### src/rtl/dcmc_pkg.sv
/*
  package for the two-comparator mode control block: register map, field
  positions, reset values, mode encodings, carrier structs.
  assumes a single 40 MHz core clock domain.
*/
package dcmc_pkg;
  // ----------------------------------------------------------------
  // register map
  // ----------------------------------------------------------------
  localparam logic [1:0] DCMC_ADDR_CTRL = 2'h0;
  localparam logic [1:0] DCMC_ADDR_STAT = 2'h1;
  localparam logic [1:0] DCMC_ADDR_MASK = 2'h2;
  localparam logic [1:0] DCMC_ADDR_DIR = 2'h3;
  localparam logic [7:0] DCMC_CTRL_RST = 8'h00;
  localparam logic [7:0] DCMC_MASK_RST = 8'h00;
  localparam logic [4:0] DCMC_DIR_RST = 5'h1F;
  localparam int DCMC_BIT_SECOND = 7;
  localparam int DCMC_BIT_FIRST = 6;
  localparam int DCMC_BIT_SWITCH = 3;
  localparam int DCMC_BIT_CHG = 0;
  // ----------------------------------------------------------------
  // modes
  // ----------------------------------------------------------------
  typedef enum logic [2:0] {
    DCMC_MODE_RESET = 3'h0,
    DCMC_MODE_ONE_IND = 3'h1,
    DCMC_MODE_VREF = 3'h2,
    DCMC_MODE_COMMON = 3'h3,
    DCMC_MODE_TWO_IND = 3'h4,
    DCMC_MODE_ONE_ONLY = 3'h5,
    DCMC_MODE_OUT = 3'h6,
    DCMC_MODE_OFF = 3'h7
  } dcmc_mode_t;
  // routing selects for one comparator input
  typedef enum logic [2:0] {
    DCMC_SRC_NONE = 3'h0,
    DCMC_SRC_PIN0 = 3'h1,
    DCMC_SRC_PIN1 = 3'h2,
    DCMC_SRC_PIN2 = 3'h3,
    DCMC_SRC_PIN3 = 3'h4,
    DCMC_SRC_VREF = 3'h5
  } dcmc_src_t;
  typedef struct packed {
    dcmc_src_t first_pos;
    dcmc_src_t first_neg;
    dcmc_src_t second_pos;
    dcmc_src_t second_neg;
    logic first_on;
    logic second_on;
  } dcmc_route_t;
  typedef struct packed {
    logic [4:0] out;
    logic [4:0] oe;
  } dcmc_pins_t;
endpackage

### src/rtl/dcmc_top.sv
/*
  two-comparator mode control: control register, routing decode,
  result sync, change flag with mask and interrupt, port-A pin mux.
  assumes analog comparators and pins sit outside; register port is a
  plain strobe bus with read data one cycle after the read strobe.
*/
// Our own choices: strobed register access and the address map.
`timescale 1ns/10ps
`default_nettype none
module dcmc_top
  import dcmc_pkg::*;
(
  // clock and reset
  input wire logic clk,
  input wire logic rstn,
  // register port
  input wire logic [1:0] reg_addr,
  input wire logic [7:0] reg_wdata,
  input wire logic reg_wr,
  input wire logic reg_rd,
  output logic [7:0] reg_rdata,
  // comparator analog side
  input wire logic first_raw,
  input wire logic second_raw,
  output dcmc_route_t route,
  // port-A pins
  input wire logic [4:0] port_a_latch,
  input wire logic [4:0] port_a_in,
  output dcmc_pins_t port_a_pins,
  output logic [4:0] port_a_read,
  // interrupt
  output logic irq
);
  // ----------------------------------------------------------------
  // state
  // ----------------------------------------------------------------
  logic [3:0] ctrl_ff, nxt_ctrl;
  logic [4:0] dir_ff, nxt_dir;
  logic [7:0] stat_ff, nxt_stat;
  logic [7:0] mask_ff, nxt_mask;
  logic [7:0] rdata_ff, nxt_rdata;
  logic [1:0] latched_ff, nxt_latched;
  logic [2:0] s1_sync_ff, s2_sync_ff;
  logic [1:0] res_ff, nxt_res;
  dcmc_mode_t mode;
  logic sw;
  logic mismatch;
  logic hit_ctrl;

  assign mode = dcmc_mode_t'(ctrl_ff[2:0]);
  assign sw = ctrl_ff[DCMC_BIT_SWITCH];
  assign hit_ctrl = (reg_wr | reg_rd) && (reg_addr == DCMC_ADDR_CTRL);

  // ----------------------------------------------------------------
  // result synchroniser: three stages, change counts when two agree
  // ----------------------------------------------------------------
  always_ff @(posedge clk or negedge rstn) begin
    if (!rstn) begin
      s1_sync_ff <= 3'h0;
      s2_sync_ff <= 3'h0;
      res_ff <= 2'h0;
    end else begin
      s1_sync_ff <= {s1_sync_ff[1:0], first_raw};
      s2_sync_ff <= {s2_sync_ff[1:0], second_raw};
      res_ff <= nxt_res;
    end
  end

  always_comb begin
    nxt_res = res_ff;
    // result follows the comparator: high when plus above minus
    if (s1_sync_ff[1] == s1_sync_ff[2]) begin
      nxt_res[0] = s1_sync_ff[2];
    end
    if (s2_sync_ff[1] == s2_sync_ff[2]) begin
      nxt_res[1] = s2_sync_ff[2];
    end
    // a comparator that is off holds its result low
    if (!route.first_on) begin
      nxt_res[0] = 1'b0;
    end
    if (!route.second_on) begin
      nxt_res[1] = 1'b0;
    end
  end

  // ----------------------------------------------------------------
  // input routing decode
  // ----------------------------------------------------------------
  always_comb begin
    route = '{DCMC_SRC_NONE, DCMC_SRC_NONE, DCMC_SRC_NONE, DCMC_SRC_NONE,
              1'b1, 1'b1};
    case (mode)
      DCMC_MODE_RESET: begin
        route.first_on = 1'b0;
        route.second_on = 1'b0;
      end
      DCMC_MODE_ONE_IND, DCMC_MODE_COMMON: begin
        route.first_neg = sw ? DCMC_SRC_PIN3 : DCMC_SRC_PIN0;
        route.first_pos = DCMC_SRC_PIN2;
        route.second_neg = DCMC_SRC_PIN1;
        route.second_pos = DCMC_SRC_PIN2;
      end
      DCMC_MODE_VREF: begin
        route.first_neg = sw ? DCMC_SRC_PIN3 : DCMC_SRC_PIN0;
        route.second_neg = sw ? DCMC_SRC_PIN2 : DCMC_SRC_PIN1;
        route.first_pos = DCMC_SRC_VREF;
        route.second_pos = DCMC_SRC_VREF;
      end
      DCMC_MODE_TWO_IND, DCMC_MODE_OUT: begin
        route.first_neg = DCMC_SRC_PIN0;
        route.first_pos = DCMC_SRC_PIN3;
        route.second_neg = DCMC_SRC_PIN1;
        route.second_pos = DCMC_SRC_PIN2;
      end
      DCMC_MODE_ONE_ONLY: begin
        route.first_on = 1'b0;
        route.second_neg = DCMC_SRC_PIN1;
        route.second_pos = DCMC_SRC_PIN2;
      end
      DCMC_MODE_OFF: begin
        route.first_on = 1'b0;
        route.second_on = 1'b0;
      end
      default: begin
        route.first_on = 1'b0;
        route.second_on = 1'b0;
      end
    endcase
  end

  // ----------------------------------------------------------------
  // pins: analog map, output mux, read-back
  // ----------------------------------------------------------------
  logic [4:0] analog;
  always_comb begin
    case (mode)
      DCMC_MODE_RESET, DCMC_MODE_ONE_IND, DCMC_MODE_VREF, DCMC_MODE_TWO_IND: begin
        analog = 5'h0F;
      end
      DCMC_MODE_COMMON, DCMC_MODE_OUT: analog = 5'h07;
      DCMC_MODE_ONE_ONLY: analog = 5'h06;
      default: analog = 5'h00;
    endcase
  end

  always_comb begin
    port_a_pins.out = port_a_latch;
    // raw outputs skip the synchroniser on purpose: pin timing follows
    // the analog edge, so glitches near threshold reach the pin
    if (mode == DCMC_MODE_OUT) begin
      port_a_pins.out[3] = first_raw;
      port_a_pins.out[4] = second_raw;
    end
    port_a_pins.oe = ~dir_ff;
  end

  assign port_a_read = port_a_in & ~analog;

  // ----------------------------------------------------------------
  // registers, change flag, read data
  // ----------------------------------------------------------------
  always_comb begin
    nxt_ctrl = ctrl_ff;
    nxt_dir = dir_ff;
    nxt_mask = mask_ff;
    nxt_stat = stat_ff;
    nxt_latched = latched_ff;
    nxt_rdata = 8'h00;
    mismatch = (res_ff != latched_ff);
    if (reg_wr) begin
      case (reg_addr)
        DCMC_ADDR_CTRL: nxt_ctrl = reg_wdata[3:0];
        DCMC_ADDR_STAT: nxt_stat = stat_ff & ~reg_wdata;
        DCMC_ADDR_MASK: nxt_mask = reg_wdata;
        DCMC_ADDR_DIR: nxt_dir = reg_wdata[4:0];
        default: nxt_ctrl = ctrl_ff;
      endcase
    end
    if (reg_rd) begin
      case (reg_addr)
        DCMC_ADDR_CTRL: nxt_rdata = {res_ff[1], res_ff[0], 2'h0, ctrl_ff};
        DCMC_ADDR_STAT: nxt_rdata = stat_ff;
        DCMC_ADDR_MASK: nxt_rdata = mask_ff;
        DCMC_ADDR_DIR: nxt_rdata = {3'h0, dir_ff};
        default: nxt_rdata = 8'h00;
      endcase
    end
    if (hit_ctrl) begin
      nxt_latched = res_ff;
    end
    // set wins over a clear in the same cycle
    if (mismatch) begin
      nxt_stat[DCMC_BIT_CHG] = 1'b1;
    end
    nxt_stat[7:1] = 7'h00;
  end

  always_ff @(posedge clk or negedge rstn) begin
    if (!rstn) begin
      ctrl_ff <= DCMC_CTRL_RST[3:0];
      dir_ff <= DCMC_DIR_RST;
      mask_ff <= DCMC_MASK_RST;
      stat_ff <= 8'h00;
      latched_ff <= 2'h0;
      rdata_ff <= 8'h00;
    end else begin
      ctrl_ff <= nxt_ctrl;
      dir_ff <= nxt_dir;
      mask_ff <= nxt_mask;
      stat_ff <= nxt_stat;
      latched_ff <= nxt_latched;
      rdata_ff <= nxt_rdata;
    end
  end

  assign reg_rdata = rdata_ff;
  // irq is not gated during mode change; software masks it
  assign irq = |(stat_ff & mask_ff);
endmodule
`default_nettype wire

### config.mk
export PLATFORM = sky130hd
export DESIGN_NAME = dcmc_top
export DESIGN_NICKNAME = d
export VERILOG_FILES = /design/src/rtl/dcmc_pkg.sv /design/src/rtl/dcmc_top.sv
export SDC_FILE = /design/constraint.sdc
export NUM_CORES = 1
export LEC_CHECK = 0
export BUFFER_PORTS_ARGS = -buffer_cell sky130_fd_sc_hd__buf_2
export CORE_MARGIN = 10
export CORE_UTILIZATION = 52
export DETAILED_ROUTE_END_ITERATION = 10
export GPL_ROUTABILITY_DRIVEN = 0
export PLACE_DENSITY = 0.84
export SETUP_SLACK_MARGIN = 0.1
export SLEW_MARGIN = 20
export SYNTH_ARGS = -nofsm -noshare
export SYNTH_HDL_FRONTEND = slang
export SYNTH_SLANG_ARGS = --single-unit
### constraint.sdc
create_clock -name clk -period 2.26 [get_ports clk]
set_input_delay 0.226 -clock clk [delete_from_list [all_inputs] [get_ports clk]]
set_output_delay 0.226 -clock clk [all_outputs]
set_load 0.02 [all_outputs]
==> run_results.csv <==
group,metric,value,unit
detailed_routing,firstDrtPassIters,4,
sta,tightest_slew,768,ps
detailed_routing,vias,1212,
synthesis,synth.distinct_cells,29,
place,dpl_cell_area,0.00191,sq mm
clock_tree,clockBufferDepth,2,
critical_path,crit_chain,"nand3b_1, mux2_2, buf_2",
outcome,status,"finished clean",
synthesis,syn_area,0.00167,sq mm
floorplan,coreArea,0.00308,sq mm
sta,setup_viol,0,
critical_path,start_kind,"flop",
synthesis,seq_area_frac_synth,54.2,%
clock_tree,cts.clk_slew.worst_paths,100,ps
floorplan,fp.dieW,76.7,um
sta,min_period,1880,ps
power_and_ir_drop,power_leakage,0.000990,uW
sta,skew,7.22,ps
final_layout,final_nets,219,
critical_path,cp_slowest_cell,"dfrtp_1",
final_layout,area_growth,19.4,%
clock_tree,cts_buffers,5,
detailed_routing,drt_wl_total,3.72,mm
sta,drv_slew,0,
floorplan,initial_core_util,54.3,%
synthesis,ys_ff_latch,36,
place,io_buffers,53,
final_layout,layout_commonest_cell,"buf_2",
floorplan,io_pins,64,
place,dp_hpwl,2.83,mm
critical_path,endpoint_kind,"output port",
critical_path,crit_type,"reg2out",
final_layout,final_area,0.00200,sq mm
critical_path,max_stage_delay,610,ps
grt,antenna_found_initial,0,
hold_path,hp-class,"in2reg",
critical_path,arrival,1650,ps
final_layout,antenna_cells,0,
grt,grt_pass1_vias,1295,
synthesis,yosysWarnings,0,
clock_tree,cts_root_buf,"clkbuf_4",
grt,track_usage,13.3,%
grt,grt_max_degree,37,
floorplan,die_area,0.00589,sq mm
synthesis,postSynthAreaPerCell,11.8,sq um
sta,setup_tns,0,ps
power_and_ir_drop,powerDensity,850,mW/mm^2
clock_tree,cts_tree,"yes",
clock_tree,insertion_delay,340,ps
detailed_routing,dr.first_iter.drc_count,25,
sta,hold_violations,0,
detailed_routing,vias_per_cell,5.09,
critical_path,cp_data_required_time,2030,ps
sta,timing.slew.headroom,48.8,%
final_layout,drive_above_1_share,45.9,%
clock_tree,cts_setup_buffers,0,
detailed_routing,routedWlPerCell,15.6,um
power_and_ir_drop,ir_drop,460,uV
critical_path,path_max_fanout,14,
detailed_routing,antenna_left,0,
sta,rsz0062_at_grt,"no",
grt,grt_pass1_wl,6.24,mm
floorplan,row_count,20,
final_layout,fillers,259,
final_layout,layout_common_cells,"buf_2 (53), dfrtp_1 (31), mux2_2 (21), nor2_1 (14), nand2_1 (7)",
job,drv_cap,0,
clock_tree,cts.sinks,36,
clock_tree,htree_levels,2,
detailed_routing,drcViolationCount,0,
sta,post-route-period-util,83.2,%
floorplan,die_y,76.7,um
sta,fmax,532,MHz
synthesis,netlist_instances,142,
grt,overflow,0,
## layer usage
metal / vias to the layer above / global-route usage (%) / part of all wire (%)
met3: 7 / 6.41 / 8.3
met1: 574 / 15.3 / 44
met2: 59 / 20.0 / 46
met4: 0 / 6.88 / 2.0
li1: 572 / - / -
met5: - / 0 / 0
## sequential cells by signal, summed over array words and instances (netlist names)
register    flops
res_ff          2
s2_sync_ff      3
ctrl_ff         4
s1_sync_ff      3
stat_ff         1
dir_ff          5
latched_ff      2
reg_rdata       8
mask_ff         8
## cell usage after synthesis, drive strengths merged
master	number	area (sq um)
nand3	2	10.0
dfstp	5	131
mux4	1	22.5
nor3	2	15.0
nor2b	4	25.0
nand4b	1	8.76
nor3b	1	18.8
o21ai	6	30.0
nand2b	1	6.26
and2	6	37.5
buf	13	88.8
inv	5	18.8
a211oi	1	7.51
nand2	7	26.3
a21oi	4	20.0
o21a	1	7.51
nor2	14	52.6
mux2	21	236
nand3b	2	18.8
and3	3	18.8
mux2i	6	60.1
a21boi	2	15.0
dfrtp	31	776
conb	1	3.75
xnor2	2	17.5
## stage by stage
step	setup slack, ps	total power, uW	util (%)	hold WS [ps]	cells
after floorplan	780	1200	-	-69.6	143
after detailed placement	773	1360	62.0	340	227
after global placement	832	1340	62.0	322	227
final	380	1700	64.9	117	238
after global routing	250	1800	64.9	92.2	238
after CTS	383	1720	64.9	101	238
## final cells by class
class	count	area, sq um	share of cell area [%]
sequential	36	907	45.4
tap	44	55.1	2.76
inverter	5	18.8	0.940
timing repair buffer	56	295	14.8
multi-input combinational	89	662	33.1
clock buffer	8	58.8	2.94
## final timing paths
path | from | to | slack, ps | cells past startpoint
min | reg_wdata[5] | mask_ff[5] | 120 | 2
max | ctrl_ff[0] | port_a_pins[8] | 380 | 3
min reg2reg | s2_sync_ff[0] | s2_sync_ff[1] | 360 | 0
max in group asynchronous | rstn | reg_rdata[4] | 1280 | 2
min in group asynchronous | rstn | reg_rdata[6] | 490 | 2
max reg2reg | ctrl_ff[2] | res_ff[0] | 920 | 3
## power by group
part,total [uW],internal (uW),switching [uW],leakage [uW]
clock,352,153,198,0.0000326
combinational,498,218,280,0.000527
sequential,848,754,94.3,0.000430
## critical path, delay by kind of cell (launching register included)
kind / cells / cell delay, ps
buf+inv: 1 / 160
simple gates: 1 / 200
mux: 1 / 350
flops: 1 / 610
## repair_timing
| action | CTS | global route |
|---|---|---|
| resized for setup | 0 | 0 |
| hold endpoints to repair | 33 | 0 |
| hold buffers | 3 | 0 |
## kinds of logic (layout without fill, tap and decap cells)
logic type | after synthesis | in the layout | synth area share, %
XOR/XNOR | 2 | 2 | 1.05
buffers and inverters | 18 | 69 | 6.43
flip-flops | 36 | 36 | 54.2
multiplexers | 28 | 28 | 19.1
AO/OA/AOI/OAI | 14 | 14 | 4.79
other | 1 | 2 | 0.224
AND/OR/NAND/NOR | 43 | 43 | 14.2
Note: power is estimated with default switching activity, not from simulation.
